$ cat config.mk
export PLATFORM = sky130hd
export DESIGN_NAME = acc_conv_ctrl
export DESIGN_NICKNAME = d
export VERILOG_FILES = /design/src/hdl/acc_pkg.sv /design/src/hdl/acc_conv_ctrl.sv
export SDC_FILE = /design/constraint.sdc
export NUM_CORES = 1
export LEC_CHECK = 0
export BUFFER_PORTS_ARGS = -buffer_cell sky130_fd_sc_hd__buf_2
export CAP_MARGIN = 20
export CELL_PAD_IN_SITES_DETAIL_PLACEMENT = 1
export CELL_PAD_IN_SITES_GLOBAL_PLACEMENT = 1
export CORE_MARGIN = 10
export CORE_UTILIZATION = 40
export DETAILED_ROUTE_END_ITERATION = 8
export GPL_TIMING_DRIVEN = 0
export PLACE_DENSITY_LB_ADDON = 0.1
export SLEW_MARGIN = 15
export SYNTH_ARGS = -nofsm -noshare
export SYNTH_HDL_FRONTEND = slang
export SYNTH_SLANG_ARGS = --single-unit
$ cat constraint.sdc
create_clock -name mclk -period 3.3 [get_ports mclk]
set_input_delay 0.33 -clock mclk [delete_from_list [all_inputs] [get_ports mclk]]
set_output_delay 0.33 -clock mclk [all_outputs]
set_load 0.01 [all_outputs]
$ cat src/hdl/acc_pkg.sv
// package: register layout, start sources, state codes and timing for converter control
package acc_pkg;
  // ***************
  // register layout
  // ***************
  localparam logic [7:0] ACC_CSR_ADDR    = 8'hE8;
  localparam logic [7:0] ACC_CSR_RESET   = 8'h00;
  localparam int         ACC_BIT_ENABLE  = 7;
  localparam int         ACC_BIT_TRACK   = 6;
  localparam int         ACC_BIT_DONE    = 5;
  localparam int         ACC_BIT_BUSY    = 4;
  localparam int         ACC_BIT_WINDOW  = 3;
  localparam int         ACC_SRC_MSB     = 2;
  localparam int         ACC_SRC_LSB     = 0;

  // ***************
  // start sources
  // ***************
  localparam logic [2:0] ACC_SRC_BUSY_WR = 3'h0;
  localparam logic [2:0] ACC_SRC_TIMER3  = 3'h5;

  // ***************
  // timing, in converter clocks and mclk cycles
  // ***************
  localparam int         ACC_TRACK_SAR   = 3;
  localparam int         ACC_CONV_SAR    = 11;
  localparam int         ACC_SAR_DIV     = 4;
  localparam int         ACC_TRACK_CYC   = ACC_TRACK_SAR * ACC_SAR_DIV;
  localparam int         ACC_CONV_CYC    = ACC_CONV_SAR * ACC_SAR_DIV;

  typedef enum logic [1:0] {
    ACC_OFF   = 2'b00,
    ACC_IDLE  = 2'b01,
    ACC_TRACK = 2'b11,
    ACC_CONV  = 2'b10
  } acc_state_e;
endpackage : acc_pkg

$ cat src/hdl/acc_conv_ctrl.sv
// converter control and status register with conversion sequencer
// Operation
// - enable clear holds converter in shutdown, no tracking or conversion
// - normal track mode tracks continuously except during conversion
// - low-power track mode tracks only when the start source fires
// - done flag reads zero until a conversion finishes or is aborted after clearing
// - busy bit reads one for the whole conversion
// - done flag sets on the falling edge of busy
// - low-power mode begins each conversion with three converter clocks tracking
// - source 101 starts on timer 3 overflow; 11x reserved
// - window flag sets when the result meets the window condition
module acc_conv_ctrl
  import acc_pkg::*;
#(
  parameter int TRACK_CYC = acc_pkg::ACC_TRACK_CYC,
  parameter int CONV_CYC  = acc_pkg::ACC_CONV_CYC
) (
  input  wire logic       mclk,
  input  wire logic       rst_n,
  input  wire logic [7:0] sfr_addr,
  input  wire logic       sfr_wr,
  input  wire logic [7:0] sfr_wdata,
  input  wire logic       bit_wr,
  input  wire logic [2:0] bit_sel,
  input  wire logic       bit_val,
  output logic      [7:0] sfr_rdata,
  input  wire logic       timer3_ovf,
  input  wire logic       window_hit,
  output logic            sar_converter_power,
  output logic            sar_converter_track,
  output logic            sar_converter_convert,
  output logic            sar_converter_done
);
  import acc_pkg::*;

  // ***************
  // register file
  // ***************
  logic       converter_enable_q;
  logic       track_mode_select_q;
  logic       conversion_done_flag_q;
  logic       window_match_flag_q;
  logic [2:0] start_source_select_q;
  logic       conversion_busy_q;
  acc_state_e state_q;
  logic [7:0] cnt_q;
  logic       csr_sel;
  logic [7:0] wr_mask;
  logic [7:0] wr_val;
  logic       start_req;
  logic       busy_fall;

  // ***************
  // helpers
  // ***************
  // one decode shared by the busy bit and its falling-edge detector
  function automatic logic acc_busy_state(input acc_state_e s);
    return (s == ACC_TRACK) || (s == ACC_CONV);
  endfunction : acc_busy_state

  // byte write or single-bit write of the bit-addressable register
  assign csr_sel = (sfr_addr == ACC_CSR_ADDR);
  always_comb begin
    wr_mask = 8'h00;
    wr_val  = sfr_wdata;
    if (csr_sel && sfr_wr) begin
      wr_mask = 8'hFF;
    end else if (csr_sel && bit_wr) begin
      wr_mask = 8'h01 << bit_sel;
      wr_val  = {8{bit_val}};
    end
  end

  // busy is a command here, not a stored bit
  always_ff @(posedge mclk) begin
    if (!rst_n) begin
      converter_enable_q    <= 1'b0;
      track_mode_select_q   <= 1'b0;
      start_source_select_q <= 3'h0;
    end else begin
      if (wr_mask[ACC_BIT_ENABLE]) begin
        converter_enable_q <= wr_val[ACC_BIT_ENABLE];
      end
      if (wr_mask[ACC_BIT_TRACK]) begin
        track_mode_select_q <= wr_val[ACC_BIT_TRACK];
      end
      for (int i = ACC_SRC_LSB; i <= ACC_SRC_MSB; i++) begin
        if (wr_mask[i]) begin
          start_source_select_q[i] <= wr_val[i];
        end
      end
    end
  end

  // ***************
  // start request
  // ***************
  // only acted on in idle, so a start while busy is dropped
  always_comb begin
    case (start_source_select_q)
      ACC_SRC_BUSY_WR: start_req = wr_mask[ACC_BIT_BUSY] && wr_val[ACC_BIT_BUSY];
      ACC_SRC_TIMER3:  start_req = timer3_ovf;
      default:         start_req = 1'b0; // other sources not wired here; 11x reserved
    endcase
  end

  // ***************
  // sequencer
  // ***************
  always_ff @(posedge mclk) begin
    if (!rst_n) begin
      state_q <= ACC_OFF;
      cnt_q   <= 8'h00;
    end else if (!converter_enable_q) begin
      // an abort still drops busy, so the done flag sets as well
      state_q <= ACC_OFF;
      cnt_q   <= 8'h00;
    end else begin
      case (state_q)
        ACC_OFF: begin
          state_q <= ACC_IDLE;
        end
        ACC_IDLE: begin
          if (start_req && track_mode_select_q) begin
            state_q <= ACC_TRACK;
            cnt_q   <= 8'(TRACK_CYC - 1);
          end else if (start_req) begin
            state_q <= ACC_CONV;
            cnt_q   <= 8'(CONV_CYC - 1);
          end
        end
        ACC_TRACK: begin
          if (cnt_q == 8'h00) begin
            state_q <= ACC_CONV;
            cnt_q   <= 8'(CONV_CYC - 1);
          end else begin
            cnt_q <= cnt_q - 8'h01;
          end
        end
        ACC_CONV: begin
          if (cnt_q == 8'h00) begin
            state_q <= ACC_IDLE;
          end else begin
            cnt_q <= cnt_q - 8'h01;
          end
        end
        default: begin
          state_q <= ACC_OFF;
        end
      endcase
    end
  end

  // ***************
  // status flags
  // ***************
  // busy covers the low-power tracking phase too, so software sees one span
  always_ff @(posedge mclk) begin
    if (!rst_n) begin
      conversion_busy_q <= 1'b0;
    end else begin
      conversion_busy_q <= acc_busy_state(state_q);
    end
  end

  assign busy_fall = conversion_busy_q && !acc_busy_state(state_q);

  // hardware set wins over a software clear in the same cycle
  always_ff @(posedge mclk) begin
    if (!rst_n) begin
      conversion_done_flag_q <= 1'b0;
    end else if (busy_fall) begin
      conversion_done_flag_q <= 1'b1;
    end else if (wr_mask[ACC_BIT_DONE]) begin
      conversion_done_flag_q <= wr_val[ACC_BIT_DONE];
    end
  end

  // the compare lives outside; only its verdict is sampled at busy fall
  always_ff @(posedge mclk) begin
    if (!rst_n) begin
      window_match_flag_q <= 1'b0;
    end else if (busy_fall && window_hit) begin
      window_match_flag_q <= 1'b1;
    end else if (wr_mask[ACC_BIT_WINDOW]) begin
      window_match_flag_q <= wr_val[ACC_BIT_WINDOW];
    end
  end

  // ***************
  // read path
  // ***************
  // registered read: data follows the address one cycle later
  always_ff @(posedge mclk) begin
    if (!rst_n) begin
      sfr_rdata <= ACC_CSR_RESET;
    end else begin
      sfr_rdata <= csr_sel ? {converter_enable_q, track_mode_select_q,
                              conversion_done_flag_q, conversion_busy_q,
                              window_match_flag_q, start_source_select_q} : 8'h00;
    end
  end

  // ***************
  // converter drive
  // ***************
  always_ff @(posedge mclk) begin
    if (!rst_n) begin
      sar_converter_power   <= 1'b0;
      sar_converter_track   <= 1'b0;
      sar_converter_convert <= 1'b0;
      sar_converter_done    <= 1'b0;
    end else begin
      sar_converter_power   <= converter_enable_q;
      sar_converter_track   <= converter_enable_q &&
                               ((state_q == ACC_TRACK) ||
                                (!track_mode_select_q && state_q == ACC_IDLE));
      // gated by enable so a shutdown cuts a running conversion at once
      sar_converter_convert <= converter_enable_q && (state_q == ACC_CONV);
      sar_converter_done    <= busy_fall;
    end
  end
endmodule : acc_conv_ctrl

==> metrics.md, run 1 <==
| Metric | Value |
|---|---|
| Routability cong. | `0.800` |
| Area added between synthesis and finish | `21.2%` |
| DR iter-0 viols | `43` |
| Ys async rst share | `0` |
| Finish-stage setup viols | `0` |
| Fin util | `0.505` |
| Worst Hold Class | `input pin to flip-flop` |
| Fmax | `~490 MHz` |
| GRT overflow | `0` |
| IO Count | `38` |
| Mapped Area | `1390 sq um` |
| Post-CTS sizing | `0` |
| Sequential Power Share | `0.590` |
| Number of global-route vias before repair | `approximately 1.5k` |
| Outcome | `finished, final reports clean` |
| Max transition margin | `0.551` |
| Post-DP Area | `1630 sq um` |
| Ys flop type | `dfxtp_1` |
| Crit path arrival time | `between 2000 and 2500 ps` |
| Antenna violations before repair | `0` |
| CTS tree | `built` |
| Post-DRT Antenna Nets | `0` |
| Nets | `about 230` |
| Yosys warns | `0` |
| Seq/Total Area, Yosys | `0.432` |
| Unrepaired setup endpoints after global routing | `false` |
| Internal power | `0.476 mW` |
| Post-synth top cells | `dfxtp_1, a21oi_1, o21ai_0` |
| Post-route setup TNS | `0 ps` |
| Layout Skew | `8.36 ps` |
| Tot GR Track Use | `0.134` |
| Combinational power share | `0.063` |
| Switching Share | `0.223` |
| Net Switching | `0.137 mW` |
| Max Cap Viol | `0` |
| Setup crit start kind | `flip-flop` |
| Worst-path fanout max | `8` |
| Drt total wl | `3890 microns` |
| Width of the die | `about 79 microns` |
| Final instance area | `1680 sq um` |
| Initial core utilization | `0.417` |
| Post-synth top area cell | `dfxtp_1` |
| Worst skew pair latency | `about 320 ps` |
| IO Port Bufs | `37` |
| Global-route wire length before repair | `6760 microns` |
| Clk sinks | `30` |
| FF+latch count, synth | `30` |
| Synth top area share | `0.432` |
| Synthesized net count | `188` |
| First-pass detailed-route iteration total | `4` |
| Final period utilization | `0.616` |
| Fin Hold WS | `around 300 ps` |
| P per Cell Area | `between 300 and 400 nW/um^2` |
| Detailed placement HPWL | `between 3000 and 4000 microns` |
| Final Hold Fails | `0` |
| Mapped Avg Cell Area | `about 8.6 sq um` |
| Clock transition at path regs | `90 ps` |
| Max VDD drop | `0.180 mV` |
| Row count | `21` |
| Setup ws final | `1270 ps` |
| Max-slew violations | `0` |
| Pin count of the biggest net entering global routing | `11` |
| Core footprint | `3340 sq um` |
| Die Ht | `between 70 and 80 microns` |
| Leak | `0.692 nW` |
| Critical path cell sequence | `inv_1, ha_1, or4b_4, o21a_4, or2_4, a31oi_1, nor2_1` |
| Slowest CP cell | `or4b_4` |
| Worst EP required | `between 3000 and 4000 ps` |
| Vias | `1383` |
| Critical path class | `flip-flop to flip-flop` |
| Cell with the most instances after synthesis | `dfxtp_1` |
| H-tree depth | `2` |
| Post-placement setup slack | `1270 ps` |
| WL per Instance | `15.6 microns` |
| Crit. End Element | `flip-flop` |
| Share of layout cells above drive strength 1 | `0.260` |
| CTS root buffer | `clkbuf_4` |
| N_diodes | `0` |
| TritonCTS buffer count | `5` |
| Ranking of synthesized cells by area | `dfxtp_1, a21oi_1, o21ai_0, and3_1, nand2_1` |
| Critical Path Max Stage Delay | `530 ps` |
| Post-synth EDFFs | `0` |
| Distinct cells, synth | `43` |
| Die area | `6230 sq um` |
| Slew of the pin with the lowest slew margin | `669 ps` |
| Post-route minimum period | `2030 ps` |
| Setup Fix Bufs, Post-CTS | `0` |
| Clk pwr share | `0.347` |
| DRC Markers | `0` |
| CTS Hold Bufs | `0` |
| Bufs on Longest Clock Path | `2` |
| Via/cell ratio | `5.53` |
| Cells after Synth | `161` |
metal layers:
metal,part of all wire,track usage,vias up
met1,0.40,0.129,665
met4,0.011,0.0430,0
met2,0.55,0.261,25
li1,-,-,689
met5,0,0,-
met3,0.039,0.0417,4
path summary, 6_finish.rpt:
| path | end | cells after the start | slack, ps | from |
|---|---|---|---|---|
| setup / recovery | cnt_q[0] | 7 | 1270 | cnt_q[0] |
| setup reg to reg | cnt_q[0] | 7 | 1270 | cnt_q[0] |
| hold / removal | window_match_flag_q | 3 | 300 | window_hit |
| hold reg to reg | sfr_rdata[5] | 1 | 480 | conversion_done_flag_q |
flip-flops by register name (all words and copies together), names as in the netlist, 2 cells and up:
register               flops
start_source_select_q      3
sfr_rdata                  8
cnt_q                      8
state_q                    2
layout make-up:
type                            instances  area (sq um)
Fill cell                             439          1650
Multi-Input combinational cell        117           736
Inverter                                8          30.0
Timing Repair Buffer                   37           185
Sequential cell                        30           601
Tap cell                               46          57.6
Buffer                                  6          23.8
Clock buffer                            6          51.3
power by group through the flow:
stage	Combinational, mW	Clock, mW	Sequential, mW
6_report	0.0385	0.213	0.362
5_1_grt	0.0431	0.237	0.362
4_1_cts	0.0385	0.219	0.362
3_5_place_dp	0.0384	0	0.371
3_3_place_gp	0.0366	0	0.371
2_1_floorplan	0.0153	0	0.370
critical path, delay by kind of cell (launching register included):
kind            cells  cell delay, ps
fa+ha+maj           1             210
compound gates      2             450
simple gates        3             850
flops               1             320
buf+inv             1              90
through the flow:
step                      power [mW]  instances
after floorplan                0.386        161
after detailed placement       0.409        244
after global placement         0.407        244
after CTS                      0.620        250
final                          0.613        250
after global routing           0.642        250
cells by family (layout without fill, tap and decap cells):
kind of cell    count (synthesis)  count (layout)  synth area share
compound gates                 51              51             0.239
fa+ha+maj                       1               1           0.00900
buf+inv                        14              57            0.0387
flops                          30              30             0.432
mux                             3               3            0.0234
simple gates                   62              62             0.257
layout by cell type, fill, tap and decap left out, drive strengths merged, types with 3 or more instances in the layout:
master / n
o22ai: 5
a31oi: 4
a21oi: 16
dfxtp: 30
nor3: 7
nor2b: 6
o21ai: 13
buf: 38
nand2: 11
nor2: 10
clkbuf: 11
a311oi: 3
o21a: 3
inv: 8
nand3: 4
and3: 8
Note: power is estimated with default switching activity, not from simulation.
==> run 2, diff against run 1 <==
CORE_UTILIZATION = 37   (was 40)
clock period = 2.1 ns   (was 3.3 ns; I/O delays follow)
==> run 2 against run 1 <==
  * Flip-flop and latch count stayed put
  * First-iteration DRC count is 120% higher
  * Largest cell class unchanged
  * Clock power grew to 3.4 times the previous value
  * Critical endpoint unchanged
  * Largest power group is now the clock network
  * Combinational power increased by 61%
==> metrics.md, run 2 (synthesized netlist as in run 1, its figures left out) <==
| Metric | Value |
|---|---|
| Die Ht | `81.3 microns (was 79.0 microns)` |
| Clock transition at path regs | `70 ps (was 90 ps)` |
| Tot GR Track Use | `0.128 (was 0.134)` |
| Width of the die | `81.3 microns (was 79.0 microns)` |
| Setup ws final | `91.1 ps (was 1270 ps)` |
| Post-route minimum period | `2010 ps (was 2030 ps)` |
| Post-placement setup slack | `55.2 ps (was 1270 ps)` |
| First-pass detailed-route iteration total | `4 (unchanged)` |
| Clk sinks | `30 (unchanged)` |
| Max VDD drop | `0.348 mV (was 0.180 mV)` |
| TritonCTS buffer count | `5 (unchanged)` |
| Detailed placement HPWL | `3260 microns (was 3190 microns)` |
| Worst Hold Class | `input pin to flip-flop (unchanged)` |
| Bufs on Longest Clock Path | `2 (unchanged)` |
| Largest regs | `cnt_q (8), sfr_rdata (8), start_source_select_q (3) (unchanged)` |
| Crit. End Element | `flip-flop (unchanged)` |
| N_diodes | `0 (unchanged)` |
| Final instance area | `1800 sq um (was 1680 sq um)` |
| Drt total wl | `4110 microns (was 3890 microns)` |
| H-tree depth | `2 (unchanged)` |
| Pin count of the biggest net entering global routing | `11 (unchanged)` |
| Row count | `22 (was 21)` |
| Fillers | `459 (was 439)` |
| Setup crit start kind | `flip-flop (unchanged)` |
| Worst EP required | `2260 ps (was 3500 ps)` |
| GRT overflow | `0 (unchanged)` |
| DRC Markers | `0 (unchanged)` |
| CTS root buffer | `clkbuf_8 (was clkbuf_4)` |
| WL per Instance | `16.0 microns (was 15.6 microns)` |
| Initial core utilization | `0.383 (was 0.417)` |
| Worst skew pair latency | `280 ps (was 320 ps)` |
| Critical path class | `flip-flop to flip-flop (unchanged)` |
| IO Count | `38 (unchanged)` |
| Leak | `0.746 nW (was 0.692 nW)` |
| Max Cap Viol | `0 (unchanged)` |
| Routability cong. | `0.793 (was 0.800)` |
| Commonest cells after routing, fill and taps aside | `buf_2, dfxtp_1, a21oi_1, o21ai_0, nand2_1 (unchanged)` |
| Fmax | `498 MHz (was 492 MHz)` |
| Fin util | `0.496 (was 0.505)` |
| DR iter-0 viols | `94 (was 43)` |
| Share of layout cells above drive strength 1 | `0.282 (was 0.260)` |
| Die area | `6610 sq um (was 6230 sq um)` |
| IO Port Bufs | `37 (unchanged)` |
| Via/cell ratio | `5.51 (was 5.53)` |
| Global-route wire length before repair | `6730 microns (was 6760 microns)` |
| Outcome | `finished, final reports clean (unchanged)` |
| Max transition margin | `0.591 (was 0.551)` |
| Finish-stage setup viols | `0 (unchanged)` |
| Crit path arrival time | `2160 ps (was 2240 ps)` |
| Max-slew violations | `0 (unchanged)` |
| Final period utilization | `0.957 (was 0.616)` |
| Post-DP Area | `1640 sq um (was 1630 sq um)` |
| P per Cell Area | `755 nW/um^2 (was 364 nW/um^2)` |
| Area added between synthesis and finish | `29.7% (was 21.2%)` |
| Post-DRT Antenna Nets | `0 (unchanged)` |
| Leading cell type in the layout, fill and taps excluded | `buf_2 (unchanged)` |
| Vias | `1417 (was 1383)` |
| Layout Skew | `8.40 ps (was 8.36 ps)` |
| Antenna violations before repair | `0 (unchanged)` |
| Core footprint | `3630 sq um (was 3340 sq um)` |
| Slew of the pin with the lowest slew margin | `610 ps (was 669 ps)` |
| Number of global-route vias before repair | `1446 (was 1503)` |
| Final Hold Fails | `0 (unchanged)` |
| CTS tree | `built (unchanged)` |
| Worst-path fanout max | `8 (unchanged)` |
| Nets | `235 (was 232)` |
[run 2: cell types whose count changed in the layout (fill, tap and decap cells not counted), sizes merged]
cell | before | now
bufinv | 0 | 2
buf | 38 | 41
[run 2: area by class of cell]
cell class	count	area, sq um	area share
plain buffers	6	23.8	0.0132
clock buffers	6	82.6	0.0458
clock inverters	2	60.1	0.0333
inverters	8	30.0	0.0167
multi-input cells	117	738	0.409
flip-flops and latches	30	601	0.333
well taps	48	60.1	0.0333
repair buffers	40	208	0.115
[run 2: worst max-delay path, cell delays in order, from the launching register on]
cell	delay [ps]
dfxtp_1	310
inv_1	90
ha_2	210
or4b_4	490
o21a_4	270
or2_4	260
a31oi_1	190
nor2_1	50
[run 2: layer usage]
metal  wire (microns)  global-route usage  up-vias
met2             1920               0.196       38
met3              284              0.0519        6
li1                 -                   -      693
met4               49              0.0502        0
met5                0                   0        -
met1             1850               0.156      680
[run 2: what timing repair did]
action                     in CTS  in global routing
setup buffers                   0                  3
hold buffers                    0                  0
resized for setup               0                  1
setup endpoints to repair       0                  5
[run 2: report_power, final]
group	leakage (nW)	total, mW	switching, mW	internal (mW)
Clock	0.0714	0.730	0.224	0.506
Combinational	0.433	0.0618	0.0322	0.0295
Sequential	0.241	0.569	0.000293	0.569
[run 2: worst paths after layout]
check	startpoint	slack (ps)	end	cells after the start
max	cnt_q[0]	90	cnt_q[0]	7
max reg2reg	cnt_q[0]	90	cnt_q[0]	7
min reg2reg	conversion_done_flag_q	490	sfr_rdata[5]	1
min	window_hit	230	window_match_flag_q	3
[run 2: stage by stage]
step                hold WS, ps  TNS, ps  std cells  power (mW)
floorplan                   363        0        161       0.606
global placement            453        0        246       0.641
detailed placement          471        0        246       0.644
CTS                         224        0        254        1.37
global route                262    -18.5        257        1.41
finish                      228        0        257        1.36
==> run 3, diff against run 2 <==
CTS_CLUSTER_SIZE = 12   (was not set)
GPL_TIMING_DRIVEN = not set   (was 0)
==> run 3 against run 2 <==
  * Core utilization fell by 1.7 points
  * Via count fell by 4.8%
  * Global-route usage fell by 0.71 points
  * Count of clock-buffer cells in the layout fell by 1
  * Critical path type unchanged
==> metrics.md, run 3 (synthesized netlist as in run 1, its figures left out) <==
| Metric | Value |
|---|---|
| Die area | `6610 sq um (unchanged)` |
| Largest regs | `cnt_q (8), sfr_rdata (8), start_source_select_q (3) (unchanged)` |
| Row count | `22 (unchanged)` |
| Setup Fix Bufs, Post-CTS | `0 (unchanged)` |
| Max VDD drop | `0.493 mV (was 0.348 mV)` |
| N_diodes | `0 (unchanged)` |
| TritonCTS buffer count | `5 (unchanged)` |
| IO Count | `38 (unchanged)` |
| Outcome | `finished, final reports clean (unchanged)` |
| Max transition margin | `0.513 (was 0.591)` |
| Post-route minimum period | `1990 ps (was 2010 ps)` |
| IO Port Bufs | `37 (unchanged)` |
| Worst reg2reg startpoint | `cnt_q[0] (unchanged)` |
| Leading cell type in the layout, fill and taps excluded | `buf_2 (unchanged)` |
| Vias | `1349 (was 1417)` |
| Commonest cells after routing, fill and taps aside | `buf_2, dfxtp_1, a21oi_1, o21ai_0, nand2_1 (unchanged)` |
| Share of layout cells above drive strength 1 | `0.279 (was 0.282)` |
| Number of global-route vias before repair | `1312 (was 1446)` |
| Detailed placement HPWL | `3090 microns (was 3260 microns)` |
| Pin count of the biggest net entering global routing | `19 (was 11)` |
| Die Ht | `81.3 microns (unchanged)` |
| Final period utilization | `0.945 (was 0.957)` |
| Clk sinks | `30 (unchanged)` |
| Antenna violations before repair | `0 (unchanged)` |
| Worst Hold Class | `input pin to flip-flop (unchanged)` |
| Bufs on Longest Clock Path | `2 (unchanged)` |
| Initial core utilization | `0.383 (unchanged)` |
| Post-placement setup slack | `104 ps (was 55.2 ps)` |
| DR iter-0 viols | `78 (was 94)` |
| CTS root buffer | `clkbuf_8 (unchanged)` |
| GRT overflow | `0 (unchanged)` |
| H-tree depth | `2 (unchanged)` |
| Via/cell ratio | `5.42 (was 5.51)` |
| Width of the die | `81.3 microns (unchanged)` |
| First-pass detailed-route iteration total | `4 (unchanged)` |
| Tot GR Track Use | `0.121 (was 0.128)` |
| WL per Instance | `15.9 microns (was 16.0 microns)` |
| Unrepaired setup endpoints after global routing | `false` |
| Fin cells | `249 (was 257)` |
| Worst EP required | `2250 ps (was 2260 ps)` |
| Crit path arrival time | `2140 ps (was 2160 ps)` |
| DRC Markers | `0 (unchanged)` |
| Post-route setup TNS | `0 ps (unchanged)` |
| Setup ws final | `115 ps (was 91.1 ps)` |
| Clock transition at path regs | `70 ps (about the same)` |
| Max-slew violations | `0 (unchanged)` |
| Hold Path Origin | `window_hit (unchanged)` |
| Post-DRT Antenna Nets | `0 (unchanged)` |
| Dpl cells | `241 (was 246)` |
| P per Cell Area | `686 nW/um^2 (was 755 nW/um^2)` |
| Global-route wire length before repair | `6280 microns (was 6730 microns)` |
| Final Hold Fails | `0 (unchanged)` |
| Finish-stage setup viols | `0 (unchanged)` |
| Core footprint | `3630 sq um (unchanged)` |
| Slew of the pin with the lowest slew margin | `726 ps (was 610 ps)` |
| Routability cong. | `0.787 (was 0.793)` |
| CTS tree | `built (unchanged)` |
| Worst skew pair latency | `280 ps (about the same)` |
| Setup crit start kind | `flip-flop (unchanged)` |
| Crit path launch | `cnt_q[0] (unchanged)` |
| Drt total wl | `3970 microns (was 4110 microns)` |
| Area added between synthesis and finish | `25.4% (was 29.7%)` |
| Nets | `227 (was 235)` |
| Worst-path fanout max | `8 (unchanged)` |
| Max Cap Viol | `0 (unchanged)` |
| Leak | `0.716 nW (was 0.746 nW)` |
| Fmax | `504 MHz (was 498 MHz)` |
| Layout Skew | `6.51 ps (was 8.40 ps)` |
| Crit. End Element | `flip-flop (unchanged)` |
| Critical path class | `flip-flop to flip-flop (unchanged)` |
run 3: area by class of cell:
cell class                 count  area [sq um]
inverter                       8          30.0
tap                           48          60.1
timing repair buffer          38           205
fill                         460          1890
clock buffer                   5          68.8
clock inverter                 3          40.0
sequential                    30           601
multi-input combinational    117           738
run 3: metrics by stage:
step                area, sq um  total power, mW   util  hold WS, ps
floorplan                  1390            0.606      -          363
global placement           1630            0.639  0.449          453
detailed placement         1630            0.642  0.449          480
CTS                        1740             1.21  0.479          214
global route               1740             1.23  0.480          218
finish                     1740             1.19  0.480          217
run 3: metal layers:
layer  up-vias  wire, microns  track usage
met5         -              0            0
met4         0             51       0.0467
met3         7            280       0.0464
met2        33           1880        0.188
met1       636           1750        0.147
li1        673              -            -
run 3: timing repair:
action,4_1_cts,5_1_grt
hold buffers,0,0
gates resized for setup,0,1
setup endpoints to repair,0,1
run 3: path summary, 6_finish.rpt:
check             slack, ps  depth (start not counted)                   to
setup / recovery        110                          7             cnt_q[0]
hold / removal          220                          3  window_match_flag_q
setup reg to reg        110                          7             cnt_q[0]
hold reg to reg         490                          1         sfr_rdata[4]
run 3: critical path: stages (launching register included):
cell	delay, ps
dfxtp_1	310
inv_1	90
ha_2	200
or4b_4	500
o21a_4	260
or2_4	250
a31oi_1	170
nor2_1	60
run 3: power by group:
group          total, mW  leakage (nW)  switching, mW  internal [mW]
logic             0.0595         0.417         0.0307         0.0288
clock network      0.566        0.0579          0.217          0.349
registers          0.570         0.241       0.000309          0.569
